[src/common/host_access_pkg.sv]
// Constants, field layout and reset values shared by the host access block.
package host_access_pkg;

  // ----------------------------------------------------------------
  // Clock and serial bit rates
  // ----------------------------------------------------------------
  localparam int CLK_HZ = 20_000_000;
  localparam int RATE_9K6_HZ = 9_600;
  localparam int RATE_31K25_HZ = 31_250;
  localparam int RATE_38K4_HZ = 38_400;
  localparam int DIV_W = 12;
  localparam logic [DIV_W-1:0] DIV_9K6 = DIV_W'(CLK_HZ / RATE_9K6_HZ);
  localparam logic [DIV_W-1:0] DIV_31K25 = DIV_W'(CLK_HZ / RATE_31K25_HZ);
  localparam logic [DIV_W-1:0] DIV_38K4 = DIV_W'(CLK_HZ / RATE_38K4_HZ);

  typedef enum logic [1:0] {
    RATE_9K6 = 2'b00,
    RATE_31K25 = 2'b01,
    RATE_38K4 = 2'b10,
    RATE_HOLD = 2'b11
  } rate_e;

  // ----------------------------------------------------------------
  // Register byte offsets
  // ----------------------------------------------------------------
  localparam logic [7:0] OFF_EVENT_FLAG = 8'h00;
  localparam logic [7:0] OFF_IRQ_MASK = 8'h04;
  localparam logic [7:0] OFF_POINTER = 8'h08;
  localparam logic [7:0] OFF_WINDOW = 8'h0C;
  localparam logic [7:0] OFF_SER_CTRL_STAT = 8'h10;
  localparam logic [7:0] OFF_SER_BUFFER = 8'h14;

  // ----------------------------------------------------------------
  // Field positions
  // ----------------------------------------------------------------
  localparam int FLAG_RX_BIT = 0;
  localparam int FLAG_TX_BIT = 1;
  localparam int FLAG_LINE_BIT = 2;
  localparam int FLAG_TIMER_BIT = 3;
  localparam int FLAG_SERIAL_BIT = 4;
  localparam int NUM_FLAGS = 4;
  localparam int NUM_IRQ = 5;
  localparam int PTR_AUTOINC_BIT = 7;
  localparam int SER_RIE_BIT = 7;
  localparam int SER_TXC_LSB = 5;
  localparam int ST_RBF_BIT = 0;
  localparam int ST_TBE_BIT = 1;
  localparam int ST_CTS_BIT = 3;
  localparam int ST_FE_BIT = 4;
  localparam int ST_OV_BIT = 5;
  localparam int ST_IRQ_BIT = 7;
  localparam logic [1:0] TXC_IRQ_EN = 2'b01;

  // ----------------------------------------------------------------
  // Reset values and bus answers
  // ----------------------------------------------------------------
  localparam logic [7:0] SER_CTRL_RST = 8'h03;
  localparam logic [NUM_IRQ-1:0] IRQ_MASK_RST = 5'h00;
  localparam logic [1:0] RESP_OKAY = 2'b00;
  localparam logic [1:0] RESP_SLVERR = 2'b10;

endpackage : host_access_pkg

[src/common/serial_if.sv]
// Control and status carrier between the host access core and the serial port.
interface serial_if;
  logic [1:0] rate;
  logic rie;
  logic [1:0] txc;
  logic wr_tx;
  logic [7:0] wr_data;
  logic rd_rx;
  logic [7:0] status;
  logic [7:0] rx_data;

  modport host (output rate, output rie, output txc, output wr_tx, output wr_data, output rd_rx,
                input status, input rx_data);
  modport port (input rate, input rie, input txc, input wr_tx, input wr_data, input rd_rx,
                output status, output rx_data);
endinterface : serial_if

[src/logic/host_indirect_access_irq.sv]
// AXI4-Lite host port with indirect register window and interrupt gathering.
// How it works
// - Window read returns slot selected by pointer.
// - Window write stores into slot selected by pointer.
// - Pointer top bit enables index step per access.
// - Pointer 80h then reads slots zero upward.
// - Five interrupt sources can raise the interrupt.
// - Reading event flags clears all four flags.
// - Serial data read clears receive interrupt.
// - Serial transmit write clears transmit interrupt.
// - Rate field 00/01/10 picks 9.6/31.25/38.4 kHz.
// - Rate 11 after reset holds serial port idle.
// - Serial status bit 7 mirrors serial interrupt.
module host_indirect_access_irq #(
  parameter int AW = 8,
  parameter int DEPTH = 64
) (
  input wire logic CORE_CLK,
  input wire logic RESET,
  input wire logic [AW-1:0] S_AXI_AWADDR,
  input wire logic S_AXI_AWVALID,
  output logic S_AXI_AWREADY,
  input wire logic [31:0] S_AXI_WDATA,
  input wire logic [3:0] S_AXI_WSTRB,
  input wire logic S_AXI_WVALID,
  output logic S_AXI_WREADY,
  output logic [1:0] S_AXI_BRESP,
  output logic S_AXI_BVALID,
  input wire logic S_AXI_BREADY,
  input wire logic [AW-1:0] S_AXI_ARADDR,
  input wire logic S_AXI_ARVALID,
  output logic S_AXI_ARREADY,
  output logic [31:0] S_AXI_RDATA,
  output logic [1:0] S_AXI_RRESP,
  output logic S_AXI_RVALID,
  input wire logic S_AXI_RREADY,
  input wire logic TIMECODE_RX_EVENT,
  input wire logic TIMECODE_TX_EVENT,
  input wire logic LINE_COUNT_EVENT,
  input wire logic INTERVAL_TIMER_EVENT,
  input wire logic SER_CTS_N,
  input wire logic SER_RX_VALID,
  input wire logic [7:0] SER_RX_BYTE,
  input wire logic SER_RX_FRAME_ERR,
  input wire logic SER_TX_TAKEN,
  output logic SER_TX_VALID,
  output logic [7:0] SER_TX_BYTE,
  output logic SER_BAUD_TICK,
  output logic IRQ
);
  localparam int IDX_W = $clog2(DEPTH);

  serial_if sp ();

  // ----------------------------------------------------------------
  // State
  // ----------------------------------------------------------------
  logic awready_q, wready_q, bvalid_q, arready_q, rvalid_q, irq_q;
  logic aw_held_q, w_held_q;
  logic [AW-1:0] aw_addr_q;
  logic [7:0] w_data_q;
  logic w_lane0_q;
  logic [1:0] bresp_q, rresp_q;
  logic [31:0] rdata_q;
  logic [7:0] slot_q [DEPTH];
  logic [IDX_W-1:0] idx_q;
  logic autoinc_q;
  logic [host_access_pkg::NUM_FLAGS-1:0] flags_q, flag_set, flag_clr;
  logic [host_access_pkg::NUM_IRQ-1:0] mask_q, pending;
  logic [7:0] ser_ctrl_q;

  logic wr_go, rd_go, wr_en;
  logic wr_ptr, wr_win, wr_flag, wr_mask, wr_sctl, wr_sbuf, wr_known;
  logic rd_win, rd_flag, rd_sbuf;
  logic [31:0] rd_val;
  logic rd_known;
  logic [1:0] step;

  function automatic logic hit(input logic [AW-1:0] addr, input logic [7:0] off);
    return {addr[AW-1:2], 2'b00} == AW'(off);
  endfunction : hit

  // ----------------------------------------------------------------
  // Write channel
  // ----------------------------------------------------------------
  // Address and data are taken in either order; the write acts once both are held.
  assign wr_go = aw_held_q & w_held_q & ~bvalid_q;
  assign wr_en = wr_go & w_lane0_q;

  always_ff @(posedge CORE_CLK or posedge RESET) begin
    if (RESET) begin
      awready_q <= 1'b1;
      aw_held_q <= 1'b0;
      aw_addr_q <= '0;
    end else if (S_AXI_AWVALID && awready_q) begin
      awready_q <= 1'b0;
      aw_held_q <= 1'b1;
      aw_addr_q <= S_AXI_AWADDR;
    end else if (wr_go) begin
      aw_held_q <= 1'b0;
    end else if (bvalid_q && S_AXI_BREADY) begin
      awready_q <= 1'b1;
    end
  end

  always_ff @(posedge CORE_CLK or posedge RESET) begin
    if (RESET) begin
      wready_q <= 1'b1;
      w_held_q <= 1'b0;
      w_data_q <= 8'h00;
      w_lane0_q <= 1'b0;
    end else if (S_AXI_WVALID && wready_q) begin
      wready_q <= 1'b0;
      w_held_q <= 1'b1;
      w_data_q <= S_AXI_WDATA[7:0];
      w_lane0_q <= S_AXI_WSTRB[0];
    end else if (wr_go) begin
      w_held_q <= 1'b0;
    end else if (bvalid_q && S_AXI_BREADY) begin
      wready_q <= 1'b1;
    end
  end

  always_comb begin
    wr_ptr = 1'b0;
    wr_win = 1'b0;
    wr_flag = 1'b0;
    wr_mask = 1'b0;
    wr_sctl = 1'b0;
    wr_sbuf = 1'b0;
    wr_known = 1'b1;
    if (hit(aw_addr_q, host_access_pkg::OFF_POINTER)) begin
      wr_ptr = wr_en;
    end else if (hit(aw_addr_q, host_access_pkg::OFF_WINDOW)) begin
      wr_win = wr_en;
    end else if (hit(aw_addr_q, host_access_pkg::OFF_EVENT_FLAG)) begin
      wr_flag = wr_en;
    end else if (hit(aw_addr_q, host_access_pkg::OFF_IRQ_MASK)) begin
      wr_mask = wr_en;
    end else if (hit(aw_addr_q, host_access_pkg::OFF_SER_CTRL_STAT)) begin
      wr_sctl = wr_en;
    end else if (hit(aw_addr_q, host_access_pkg::OFF_SER_BUFFER)) begin
      wr_sbuf = wr_en;
    end else begin
      wr_known = 1'b0;
    end
  end

  always_ff @(posedge CORE_CLK or posedge RESET) begin
    if (RESET) begin
      bvalid_q <= 1'b0;
      bresp_q <= host_access_pkg::RESP_OKAY;
    end else if (wr_go) begin
      bvalid_q <= 1'b1;
      bresp_q <= wr_known ? host_access_pkg::RESP_OKAY : host_access_pkg::RESP_SLVERR;
    end else if (S_AXI_BREADY) begin
      bvalid_q <= 1'b0;
    end
  end

  // ----------------------------------------------------------------
  // Read channel
  // ----------------------------------------------------------------
  // Read side effects act on the address handshake, so the data is fixed then.
  assign rd_go = S_AXI_ARVALID & arready_q;

  always_comb begin
    rd_val = 32'h0000_0000;
    rd_known = 1'b1;
    rd_win = 1'b0;
    rd_flag = 1'b0;
    rd_sbuf = 1'b0;
    if (hit(S_AXI_ARADDR, host_access_pkg::OFF_POINTER)) begin
      rd_val[host_access_pkg::PTR_AUTOINC_BIT] = autoinc_q;
      rd_val[IDX_W-1:0] = idx_q;
    end else if (hit(S_AXI_ARADDR, host_access_pkg::OFF_WINDOW)) begin
      rd_val[7:0] = slot_q[idx_q];
      rd_win = rd_go;
    end else if (hit(S_AXI_ARADDR, host_access_pkg::OFF_EVENT_FLAG)) begin
      rd_val[host_access_pkg::NUM_IRQ-1:0] = pending;
      rd_flag = rd_go;
    end else if (hit(S_AXI_ARADDR, host_access_pkg::OFF_IRQ_MASK)) begin
      rd_val[host_access_pkg::NUM_IRQ-1:0] = mask_q;
    end else if (hit(S_AXI_ARADDR, host_access_pkg::OFF_SER_CTRL_STAT)) begin
      rd_val[7:0] = sp.status;
    end else if (hit(S_AXI_ARADDR, host_access_pkg::OFF_SER_BUFFER)) begin
      rd_val[7:0] = sp.rx_data;
      rd_sbuf = rd_go;
    end else begin
      rd_known = 1'b0;
    end
  end

  always_ff @(posedge CORE_CLK or posedge RESET) begin
    if (RESET) begin
      arready_q <= 1'b1;
      rvalid_q <= 1'b0;
      rdata_q <= 32'h0000_0000;
      rresp_q <= host_access_pkg::RESP_OKAY;
    end else if (rd_go) begin
      arready_q <= 1'b0;
      rvalid_q <= 1'b1;
      rdata_q <= rd_val;
      rresp_q <= rd_known ? host_access_pkg::RESP_OKAY : host_access_pkg::RESP_SLVERR;
    end else if (rvalid_q && S_AXI_RREADY) begin
      arready_q <= 1'b1;
      rvalid_q <= 1'b0;
    end
  end

  // ----------------------------------------------------------------
  // Indirect pointer and slots
  // ----------------------------------------------------------------
  // A read and a write of the window in one cycle step the index twice.
  assign step = {1'b0, rd_win} + {1'b0, wr_win};

  always_ff @(posedge CORE_CLK or posedge RESET) begin
    if (RESET) begin
      idx_q <= '0;
      autoinc_q <= 1'b0;
    end else if (wr_ptr) begin
      idx_q <= w_data_q[IDX_W-1:0];
      autoinc_q <= w_data_q[host_access_pkg::PTR_AUTOINC_BIT];
    end else if (autoinc_q) begin
      idx_q <= idx_q + IDX_W'(step);
    end
  end

  always_ff @(posedge CORE_CLK or posedge RESET) begin
    if (RESET) begin
      for (int i = 0; i < DEPTH; i++) begin
        slot_q[i] <= 8'h00;
      end
    end else if (wr_win) begin
      slot_q[idx_q] <= w_data_q;
    end
  end

  // ----------------------------------------------------------------
  // Event flags, mask and interrupt
  // ----------------------------------------------------------------
  // An event in the cycle of the clearing read stays set, so none is lost.
  assign flag_set = {INTERVAL_TIMER_EVENT, LINE_COUNT_EVENT, TIMECODE_TX_EVENT, TIMECODE_RX_EVENT};
  assign flag_clr = {host_access_pkg::NUM_FLAGS{rd_flag}} |
                    ({host_access_pkg::NUM_FLAGS{wr_flag}} & w_data_q[host_access_pkg::NUM_FLAGS-1:0]);

  always_ff @(posedge CORE_CLK or posedge RESET) begin
    if (RESET) begin
      flags_q <= '0;
    end else begin
      flags_q <= (flags_q & ~flag_clr) | flag_set;
    end
  end

  assign pending = {sp.status[host_access_pkg::ST_IRQ_BIT], flags_q};

  always_ff @(posedge CORE_CLK or posedge RESET) begin
    if (RESET) begin
      mask_q <= host_access_pkg::IRQ_MASK_RST;
    end else if (wr_mask) begin
      mask_q <= w_data_q[host_access_pkg::NUM_IRQ-1:0];
    end
  end

  always_ff @(posedge CORE_CLK or posedge RESET) begin
    if (RESET) begin
      irq_q <= 1'b0;
    end else begin
      irq_q <= |(pending & mask_q);
    end
  end

  // ----------------------------------------------------------------
  // Serial port control
  // ----------------------------------------------------------------
  always_ff @(posedge CORE_CLK or posedge RESET) begin
    if (RESET) begin
      ser_ctrl_q <= host_access_pkg::SER_CTRL_RST;
    end else if (wr_sctl) begin
      ser_ctrl_q <= w_data_q;
    end
  end

  assign sp.rate = ser_ctrl_q[1:0];
  assign sp.rie = ser_ctrl_q[host_access_pkg::SER_RIE_BIT];
  assign sp.txc = ser_ctrl_q[host_access_pkg::SER_TXC_LSB +: 2];
  assign sp.wr_tx = wr_sbuf;
  assign sp.wr_data = w_data_q;
  assign sp.rd_rx = rd_sbuf;

  serial_port_regs u_serial (
    .clk(CORE_CLK),
    .rst(RESET),
    .sp(sp.port),
    .cts_n(SER_CTS_N),
    .rx_valid(SER_RX_VALID),
    .rx_byte(SER_RX_BYTE),
    .rx_frame_err(SER_RX_FRAME_ERR),
    .tx_taken(SER_TX_TAKEN),
    .tx_valid(SER_TX_VALID),
    .tx_byte(SER_TX_BYTE),
    .baud_tick(SER_BAUD_TICK)
  );

  assign S_AXI_AWREADY = awready_q;
  assign S_AXI_WREADY = wready_q;
  assign S_AXI_BVALID = bvalid_q;
  assign S_AXI_BRESP = bresp_q;
  assign S_AXI_ARREADY = arready_q;
  assign S_AXI_RVALID = rvalid_q;
  assign S_AXI_RDATA = rdata_q;
  assign S_AXI_RRESP = rresp_q;
  assign IRQ = irq_q;
endmodule : host_indirect_access_irq

[src/logic/serial_port_regs.sv]
// Serial port buffers, status flags, interrupt and bit-rate tick.
module serial_port_regs (
  input wire logic clk,
  input wire logic rst,
  serial_if.port sp,
  input wire logic cts_n,
  input wire logic rx_valid,
  input wire logic [7:0] rx_byte,
  input wire logic rx_frame_err,
  input wire logic tx_taken,
  output logic tx_valid,
  output logic [7:0] tx_byte,
  output logic baud_tick
);

  logic hold;
  logic rbf_q, ov_q, fe_q, irq_q, tx_valid_q, tick_q;
  logic [7:0] rx_q, tx_q;
  logic [host_access_pkg::DIV_W-1:0] cnt_q;

  function automatic logic [host_access_pkg::DIV_W-1:0] rate_div(input logic [1:0] r);
    if (r == host_access_pkg::RATE_9K6) begin
      return host_access_pkg::DIV_9K6;
    end else if (r == host_access_pkg::RATE_31K25) begin
      return host_access_pkg::DIV_31K25;
    end else begin
      return host_access_pkg::DIV_38K4;
    end
  endfunction : rate_div

  assign hold = (sp.rate == host_access_pkg::RATE_HOLD);

  // ----------------------------------------------------------------
  // Bit-rate divider
  // ----------------------------------------------------------------
  // The tick is truncated to whole clocks, so the 9.6 and 38.4 kHz rates run slightly fast; 31.25 kHz is exact.
  always_ff @(posedge clk or posedge rst) begin
    if (rst) begin
      cnt_q <= '0;
      tick_q <= 1'b0;
    end else if (hold) begin
      cnt_q <= '0;
      tick_q <= 1'b0;
    end else if (cnt_q == '0) begin
      cnt_q <= rate_div(sp.rate) - 1'b1;
      tick_q <= 1'b1;
    end else begin
      cnt_q <= cnt_q - 1'b1;
      tick_q <= 1'b0;
    end
  end

  // ----------------------------------------------------------------
  // Buffers and flags
  // ----------------------------------------------------------------
  always_ff @(posedge clk or posedge rst) begin
    if (rst) begin
      tx_valid_q <= 1'b0;
      tx_q <= 8'h00;
    end else if (hold) begin
      tx_valid_q <= 1'b0;
    end else if (sp.wr_tx) begin
      tx_valid_q <= 1'b1;
      tx_q <= sp.wr_data;
    end else if (tx_taken) begin
      tx_valid_q <= 1'b0;
    end
  end

  // A byte arriving in the cycle of a data read wins over the clear.
  always_ff @(posedge clk or posedge rst) begin
    if (rst) begin
      rbf_q <= 1'b0;
      ov_q <= 1'b0;
      fe_q <= 1'b0;
      rx_q <= 8'h00;
    end else if (hold) begin
      rbf_q <= 1'b0;
      ov_q <= 1'b0;
      fe_q <= 1'b0;
    end else if (rx_valid) begin
      rbf_q <= 1'b1;
      ov_q <= rbf_q & ~sp.rd_rx;
      fe_q <= rx_frame_err;
      rx_q <= rx_byte;
    end else if (sp.rd_rx) begin
      rbf_q <= 1'b0;
      ov_q <= 1'b0;
    end
  end

  always_ff @(posedge clk or posedge rst) begin
    if (rst) begin
      irq_q <= 1'b0;
    end else begin
      irq_q <= (sp.rie & (rbf_q | ov_q)) | ((sp.txc == host_access_pkg::TXC_IRQ_EN) & ~tx_valid_q & ~cts_n);
    end
  end

  always_comb begin
    sp.status = 8'h00;
    sp.status[host_access_pkg::ST_RBF_BIT] = rbf_q;
    sp.status[host_access_pkg::ST_TBE_BIT] = ~tx_valid_q & ~cts_n;
    sp.status[host_access_pkg::ST_CTS_BIT] = cts_n;
    sp.status[host_access_pkg::ST_FE_BIT] = fe_q;
    sp.status[host_access_pkg::ST_OV_BIT] = ov_q;
    sp.status[host_access_pkg::ST_IRQ_BIT] = irq_q;
  end

  assign sp.rx_data = rx_q;
  assign tx_valid = tx_valid_q;
  assign tx_byte = tx_q;
  assign baud_tick = tick_q;
endmodule : serial_port_regs

[config.mk]
export PLATFORM = sky130hd
export DESIGN_NAME = host_indirect_access_irq
export DESIGN_NICKNAME = d
export VERILOG_FILES = /design/src/common/host_access_pkg.sv /design/src/common/serial_if.sv /design/src/logic/host_indirect_access_irq.sv /design/src/logic/serial_port_regs.sv
export SDC_FILE = /design/constraint.sdc
export NUM_CORES = 1
export LEC_CHECK = 0
export CAP_MARGIN = 25
export CORE_UTILIZATION = 55
export CTS_CLUSTER_DIAMETER = 120
export DETAILED_ROUTE_END_ITERATION = 7
export DONT_BUFFER_PORTS = 1
export PLACE_DENSITY = 0.75
export SYNTH_ARGS = -nofsm -noshare
export SYNTH_HDL_FRONTEND = slang
export SYNTH_SLANG_ARGS = --single-unit
export TNS_END_PERCENT = 5
[constraint.sdc]
create_clock -name CORE_CLK -period 49.4 [get_ports CORE_CLK]
set_clock_uncertainty 0.2 [all_clocks]
set_input_delay 0 -clock CORE_CLK [delete_from_list [all_inputs] [get_ports CORE_CLK]]
set_output_delay 0 -clock CORE_CLK [all_outputs]
set_load 0.02 [all_outputs]
==> impl_metrics.yaml, run 1 <==
run_status:
  outcome: "complete, no violations"
sta:
  setup_viol: 0
  max_slew_margin_pct: 28.7
  worst_pin_slew_ps: 1040
  finalCriticalPeriod_ps: 4570
  maxSlewViolCount: 0
  finalHoldViolCount: 0
  rsz0062_at_grt: "false"
  max_freq_ghz: 0.219
  tns_ps: 0
  period_share_pct: 9.26
place:
  gp_congestion: 0.991
  post_dp_cell_area_sq_mm: 0.0292
  io_buffers: 0
  dp_hpwl_mm: 47.6
finish:
  post-route-cell-area_sq_mm: 0.0323
  drive_gt1_share_pct: 39.4
  mostFrequentLayoutCell: "dfrtp_1"
  final_util_pct: 62.7
  insertedDiodeCount: 0
  mostFrequentLayoutCells: "dfrtp_1 (584), mux2_2 (564), dlygate4sd3_1 (85), mux2i_1 (69), clkbuf_16 (61)"
  area_growth_pct: 12.3
  nets: 2215
clock_tree:
  insertion_delay_ps: 640
  ctsLongestPathBuffers: 3
  cts_hold_buf: 86
  cts_buffers: 60
  path_clk_slew_ps: 70
  root_buffer: "clkbuf_16"
  tritoncts: "done"
  htree_num_levels: 2
  postCtsSetupBuffers: 0
  cts.sinks: 600
  ctsResizeCount: 0
synthesis:
  yosysSeqAreaShare_pct: 52.2
  synth_ff_type: "dfrtp_1"
  synth_seq_cells: 600
  ys_warn_count: 0
  synth_edf_count: 0
  syn_inst: 2096
  netlist_area_sq_mm: 0.0288
  synth_cell_type_count: 81
  synthArstFlopShare_pct: 100
  postSynthAreaPerCell_sq_um: 13.7
floorplan:
  die_w_microns: 231
  die_h_microns: 231
  die-area_sq_mm: 0.0532
  ios: 127
  rows: 83
  core_sq_mm: 0.0515
  initial_utilization_pct: 55.9
global_route:
  first_global_vias: 19100
  grt-ovfl-total: 0
  antenna_found_initial: 1
  grt_usage_pct: 29.7
  grt_pass1_wl_mm: 120
  grt_max_degree: 172
worst_setup_path:
  path_class: "flip-flop to flip-flop"
  critPathLaunchType: "flip-flop"
  arrival_ps: 4900
  required_ps: 49720
  cp_max_fo: 49
  cp-end-kind: "flip-flop"
routing:
  dr_total_vias: 18600
  wl_per_cell_microns: 27.1
  detail_route.vias_per_cell: 6.48
  drt_iter0_drc: 1819
  wl_mm: 77.7
  drt_pre_antenna_iters: 8
  route.detailed.drc: 0
  ant_nets: 0
flow_run:
  timing.max_cap.violations: 0
worst_hold_path:
  holdCritPathClass: "input port to flip-flop"
pwr:
  irDropWorstVdd_uv: 32.7
  p_per_area_mw_per_mm2: 39.5
  cellLeakagePower_nw: 16.2
==> final timing paths <==
path	start	end	slack, ps	cells past startpoint
max	idx_q[1]	S_AXI_RDATA[3]	44830	8
min	SER_RX_VALID	u_serial.ov_q	80	3
max reg2reg	idx_q[1]	S_AXI_RDATA[3]	44830	8
min reg2reg	u_serial.cnt_q[0]	u_serial.cnt_q[0]	280	1
max in group asynchronous	RESET	slot_q[339]	47050	6
min in group asynchronous	RESET	slot_q[54]	360	4
==> cell usage after synthesis, types with 24 or more instances <==
library cell | instances | area share (%)
mux2_2 | 564 | 22
dfrtp_1 | 595 | 52
mux2i_1 | 69 | 2.4
nor2_1 | 55 | 0.72
nor2_8 | 40 | 2.8
mux4_2 | 42 | 3.3
nand2_1 | 58 | 0.76
o21ai_0 | 56 | 0.97
a21oi_1 | 45 | 0.78
mux2_1 | 24 | 0.94
buf_4 | 28 | 0.73
a22oi_1 | 38 | 0.99
buf_2 | 25 | 0.43
clkbuf_1 | 96 | 1.3
==> routing by layer <==
metal | vias up | wire, microns | global-route usage (%)
met2 | 791 | 37300 | 48.3
met3 | 172 | 5770 | 6.16
met5 | - | 0 | 0
met4 | 0 | 2960 | 11.0
li1 | 7797 | - | -
met1 | 9824 | 31600 | 39.5
==> area by class of cell <==
| type | instances | area, sq um |
|---|---|---|
| Inverter | 12 | 52.6 |
| Timing Repair Buffer | 125 | 1270 |
| Tap cell | 680 | 851 |
| Clock buffer | 94 | 1830 |
| Sequential cell | 600 | 15000 |
| Clock inverter | 20 | 264 |
| Multi-Input combinational cell | 1338 | 13000 |
| Fill cell | 3712 | 19200 |
==> through the flow <==
| step | cells | hold WS [ps] | setup slack (ps) | total power, mW |
|---|---|---|---|---|
| floorplan | 2121 | -142 | 32410 | 0.690 |
| global placement | 2663 | -164 | 45260 | 0.764 |
| detailed placement | 2664 | -150 | 45280 | 0.773 |
| CTS | 2864 | 8.15 | 44990 | 1.27 |
| global route | 2869 | 70.0 | 44660 | 1.31 |
| finish | 2869 | 80.6 | 44830 | 1.27 |
==> logic make-up after synthesis <==
| family | Yosys count | synth area share (%) |
|---|---|---|
| AOI/OAI and AO/OA | 290 | 7.08 |
| xor gates and xnor gates | 8 | 0.244 |
| adders and majority gates | 3 | 0.157 |
| buffers and inverters | 183 | 3.02 |
| DFF | 600 | 52.2 |
| muxes | 699 | 28.7 |
| other | 1 | 0.0130 |
| and+or+nand+nor | 312 | 8.58 |
==> report_power, final <==
| group | internal [mW] | switching, mW | total [mW] |
|---|---|---|---|
| clock | 0.285 | 0.197 | 0.482 |
| sequential | 0.513 | 0.0510 | 0.564 |
| combinational | 0.0664 | 0.162 | 0.229 |
| total | 0.864 | 0.410 | 1.27 |
==> flip-flops by register name (all words and copies together) (netlist names), 5 cells and up <==
| signal | cells |
|---|---|
| sp.wr_data | 8 |
| idx_q | 6 |
| S_AXI_RDATA | 8 |
| aw_addr_q | 6 |
| u_serial.sp.rx_data | 8 |
| ser_ctrl_q | 5 |
| slot_q | 512 |
| u_serial.cnt_q | 12 |
| mask_q | 5 |
| u_serial.tx_byte | 8 |
==> worst max-delay path, cell delays in order, from the launching register on <==
cell           delay [ps]
dfrtp_4               690
buf_4                 650
buf_4                 620
mux4_2                450
a221oi_1              470
o22ai_1               210
nor4_1                380
o21ai_0               140
dlygate4sd3_1         580
Power figures use the tool's default switching activity.
==> run 2: changes to the inputs <==
PLACE_DENSITY = 0.78   (was 0.75)
clock period = 4.2 ns   (was 49.4 ns; I/O delays follow)
==> run 2 against run 1 <==
First-iteration DRC count rose by 14%; core utilization rose by 0.40 points; non-clock buffer count rose by 26; flip-flop and latch count did not move.
==> impl_metrics.yaml, run 2 (same netlist as run 1, synthesis figures left out) <==
place:
  dp.cells: 2694
  io_buffers: 0
  post_dp_cell_area_sq_mm: 0.0295
  dp_hpwl_mm: 49.4
  post-place-ws_ps: 870
  gp_congestion: 0.958
clock_tree:
  root_buffer: "clkbuf_16"
  path_clk_slew_ps: 60
  ctsLongestPathBuffers: 3
  insertion_delay_ps: 610
  cts.sinks: 600
  htree_num_levels: 3
  ctsResizeCount: 0
  tritoncts: "done"
  cts_buffers: 66
global_route:
  grt_max_degree: 174
  grt_pass1_wl_mm: 122
  first_global_vias: 19900
  grt-ovfl-total: 0
  antenna_found_initial: 1
  grt_usage_pct: 30.5
finish:
  mostFrequentLayoutCell: "dfrtp_1"
  top_regs: "slot_q x512, u_serial.cnt_q x12"
  fillers: 3635
  post-route-cell-area_sq_mm: 0.0325
  area_growth_pct: 13.0
  final_util_pct: 63.1
  drive_gt1_share_pct: 40.0
  layoutNonFillerInstCount: 2900
  regMostFlops: "slot_q"
  nets: 2247
  largest_reg_flops: 512
  insertedDiodeCount: 0
  mostFrequentLayoutCells: "dfrtp_1 (584), mux2_2 (564), dlygate4sd3_1 (86), mux2i_1 (69), clkbuf_16 (67)"
  seqCellArea_sq_mm: 0.0150
  multi_input_area_sq_mm: 0.0130
sta:
  finalCriticalPeriod_ps: 4050
  finalHoldViolCount: 0
  period_share_pct: 96.3
  fin_ws_ps: 153
  maxSlewViolCount: 0
  rsz0062_at_grt: "false"
  max_slew_margin_pct: 26.5
  max_freq_ghz: 0.247
  worst_pin_slew_ps: 1070
  setup_viol: 0
worst_setup_path:
  cp_max_fo: 37
  critPathLaunchType: "flip-flop"
  arrival_ps: 4340
  cp-end-kind: "flip-flop"
  path_class: "flip-flop to flip-flop"
  required_ps: 4490
  r2r_setup_slack_ps: 150
floorplan:
  ios: 127
  die_w_microns: 231
  die-area_sq_mm: 0.0532
  rows: 83
  die_h_microns: 231
  initial_utilization_pct: 55.9
  core_sq_mm: 0.0515
pwr:
  total_power_mw: 15.2
  p_per_area_mw_per_mm2: 466
  cellLeakagePower_nw: 16.3
  irDropWorstVdd_uv: 351
flow_run:
  timing.max_cap.violations: 0
routing:
  drt_pre_antenna_iters: 7
  wl_mm: 79.2
  wl_per_cell_microns: 27.3
  ant_nets: 0
  drt_iter0_drc: 2065
  dr_total_vias: 19000
  detail_route.vias_per_cell: 6.55
  route.detailed.drc: 0
run_status:
  outcome: "complete, no violations"
worst_hold_path:
  holdCritPathClass: "input port to async pin"
-- run 2: cell types whose count changed in the layout (fill, tap and decap cells not counted), sizes merged --
cell / before / now
buf: 39 / 65
clkinv: 12 / 16
bufinv: 6 / 3
clkbuf: 95 / 97
dlygate4sd3: 85 / 86
inv: 13 / 14
-- run 2: timing repair --
action | 4_1_cts | 5_1_grt
hold buffers | 86 | 0
endpoints found under the setup margin | 0 | 0
buffers inserted | 0 | 0
endpoints found under the hold margin | 643 | 0
-- run 2: final cells by class --
class	instances	area share, %
clock inverters	22	0.685
repair buffers	151	4.46
multi-input cells	1338	39.9
well taps	680	2.62
inverters	12	0.150
clock buffers	97	5.87
flip-flops and latches	600	46.3
-- run 2: worst max-delay path, stage by stage (launching register included) --
cell and delay (ps):
dfrtp_4 830, buf_4 370, nor2b_1 100, buf_4 190, a221o_1 360, a22oi_1 460
o22ai_1 140, nor4_1 420, buf_4 210, o21ai_0 70, dlygate4sd3_1 560
-- run 2: final timing paths --
| kind | start | end | cells after the start |
|---|---|---|---|
| setup / recovery | idx_q[2] | S_AXI_RDATA[3] | 10 |
| hold / removal | RESET | slot_q[414] | 3 |
| setup reg to reg | idx_q[2] | S_AXI_RDATA[3] | 10 |
| hold reg to reg | u_serial.cnt_q[0] | u_serial.cnt_q[0] | 1 |
| max in group asynchronous | RESET | slot_q[445] | 3 |
| min in group CORE_CLK | S_AXI_ARADDR[2] | S_AXI_RDATA[1] | 6 |
-- run 2: per-layer routing --
| metal | share of wire, % | vias up | GRT usage (%) | wire [microns] |
|---|---|---|---|---|
| met2 | 46 | 985 | 46.9 | 36600 |
| met1 | 40 | 9924 | 40.7 | 31300 |
| met3 | 9.1 | 238 | 6.81 | 7200 |
| met5 | 0 | - | 0 | 0 |
| met4 | 5.2 | 0 | 16.0 | 4130 |
| li1 | - | 7856 | - | - |
-- run 2: per-stage QoR --
step | TNS [ps] | hold WS [ps]
floorplan | -2495970 | -142
global placement | 0 | -254
detailed placement | 0 | -250
CTS | 0 | 18.3
global route | 0 | 84.9
finish | 0 | 10.8
-- run 2: where the power goes --
group          internal (mW)  switching, mW
clock network           3.35           2.38
logic                  0.843           1.80
registers               6.03          0.756
total                   10.2           4.94
==> run 3: changes to the inputs <==
CELL_PAD_IN_SITES_DETAIL_PLACEMENT = 1   (was default)
CELL_PAD_IN_SITES_GLOBAL_PLACEMENT = 1   (was default)
CORE_UTILIZATION = 48   (was 55)
PLACE_DENSITY = 0.81   (was 0.78)
==> run 3 against run 2 <==
The run now ends with DRC left; count of clock-buffer cells in the layout grew 5; design area increased by 0.90%; largest power group unchanged; core utilization is 7.6 points lower; global-route usage up 0.38 points; critical endpoint unchanged.
==> impl_metrics.yaml, run 3 (same netlist as run 1, synthesis figures left out) <==
clock_tree:
  cts_buffers: 66
  ctsLongestPathBuffers: 3
  tritoncts: "done"
  insertion_delay_ps: 620
  htree_num_levels: 3
  cts.sinks: 600
  path_clk_slew_ps: 70
  root_buffer: "clkbuf_16"
  postCtsSetupBuffers: 0
pwr:
  total_power_mw: 15.6
  irDropWorstVdd_uv: 337
  p_per_area_mw_per_mm2: 477
  cellLeakagePower_nw: 16.4
finish:
  nets: 2253
  area_growth_pct: 14.0
  largest_reg_flops: 512
  regMostFlops: "slot_q"
  mostFrequentLayoutCells: "dfrtp_1 (584), mux2_2 (564), dlygate4sd3_1 (86), mux2i_1 (69), clkbuf_16 (69)"
  top_regs: "slot_q x512, u_serial.cnt_q x12"
  mostFrequentLayoutCell: "dfrtp_1"
  drive_gt1_share_pct: 40.4
  post-route-cell-area_sq_mm: 0.0328
sta:
  setup_viol: 0
  finalHoldViolCount: 0
  maxSlewViolCount: 0
  max_slew_margin_pct: 27.0
  worst_pin_slew_ps: 1090
  tns_ps: 0
  period_share_pct: 96.0
  finalCriticalPeriod_ps: 4030
  max_freq_ghz: 0.248
  rsz0062_at_grt: "false"
worst_setup_path:
  required_ps: 4520
  arrival_ps: 4350
  critPathLaunchType: "flip-flop"
  cp-end-kind: "flip-flop"
  cp_max_fo: 35
  path_class: "flip-flop to flip-flop"
routing:
  wl_per_cell_microns: 30.8
  wl_mm: 92.3
  ant_nets: 0
  route.detailed.drc: 19
  detail_route.vias_per_cell: 6.45
  drt_pre_antenna_iters: 7
  drt_iter0_drc: 1539
  dr_total_vias: 19300
floorplan:
  die_h_microns: 247
  rows: 89
  initial_utilization_pct: 48.7
  die-area_sq_mm: 0.0609
  die_w_microns: 247
  core_sq_mm: 0.0591
  ios: 127
run_status:
  violations: "DRC"
  outcome: "finished, violations left"
global_route:
  grt_pass1_wl_mm: 140
  grt_max_degree: 143
  first_global_vias: 21200
  grt_usage_pct: 30.9
  grt-ovfl-total: 0
  antenna_found_initial: 1
worst_hold_path:
  holdCritPathClass: "input port to flip-flop"
place:
  dp_hpwl_mm: 55.9
  io_buffers: 0
  gp_congestion: 0.924
  post_dp_cell_area_sq_mm: 0.0297
flow_run:
  timing.max_cap.violations: 0
run 3: final cells by class:
cell class / count / area (sq um)
sequential: 600 / 15000
fill: 5652 / 26300
tap: 773 / 967
multi-input combinational: 1338 / 13000
clock buffer: 102 / 2060
clock inverter: 15 / 168
inverter: 12 / 48.8
antenna: 1 / 2.50
timing repair buffer: 157 / 1530
run 3: layer usage:
metal	vias to the layer above	GRT usage (%)	routed length, microns
li1	7840	-	-
met1	10400	38.8	36500
met2	847	51.1	45000
met3	291	5.63	6110
met4	0	16.0	4780
met5	-	0	0
run 3: report_power, final:
group | internal, mW | switching, mW
registers | 6.03 | 0.867
clock network | 3.57 | 2.46
logic | 0.867 | 1.86
run 3: worst max-delay path, stage by stage, from the launching register on:
cell	delay [ps]
dfrtp_4	860
buf_4	340
and2_1	660
a22oi_1	220
nand3_1	180
nand3_1	80
nor4_1	550
o21ai_0	180
dlygate4sd3_1	590
run 3: what timing repair did:
action / 4_1_cts / 5_1_grt
hold buffers: 86 / 0
hold endpoints to repair: 505 / 0
gates resized for setup: 0 / 0
run 3: stage by stage:
step                      utilization, %  worst slack (ps)  cells  hold slack, ps
after detailed placement            50.2               774   2792            -152
final                               55.5               170   2998            68.8
after floorplan                        -             -4180   2121            -142
after global routing                55.5              95.8   2998            47.0
after CTS                           55.4               397   2995           0.867
after global placement              50.2               810   2792            -154
run 3: final timing paths:
check	start	end	slack [ps]	cells past startpoint
worst max-delay path	idx_q[0]	S_AXI_RDATA[3]	170	8
worst min-delay path	SER_CTS_N	u_serial.irq_q	70	2
worst max register to register	idx_q[0]	S_AXI_RDATA[3]	170	8
worst min register to register	u_serial.cnt_q[0]	u_serial.cnt_q[0]	270	1
max in group asynchronous	RESET	u_serial.sp.rx_data[4]	2330	5
min in group asynchronous	RESET	slot_q[10]	520	4
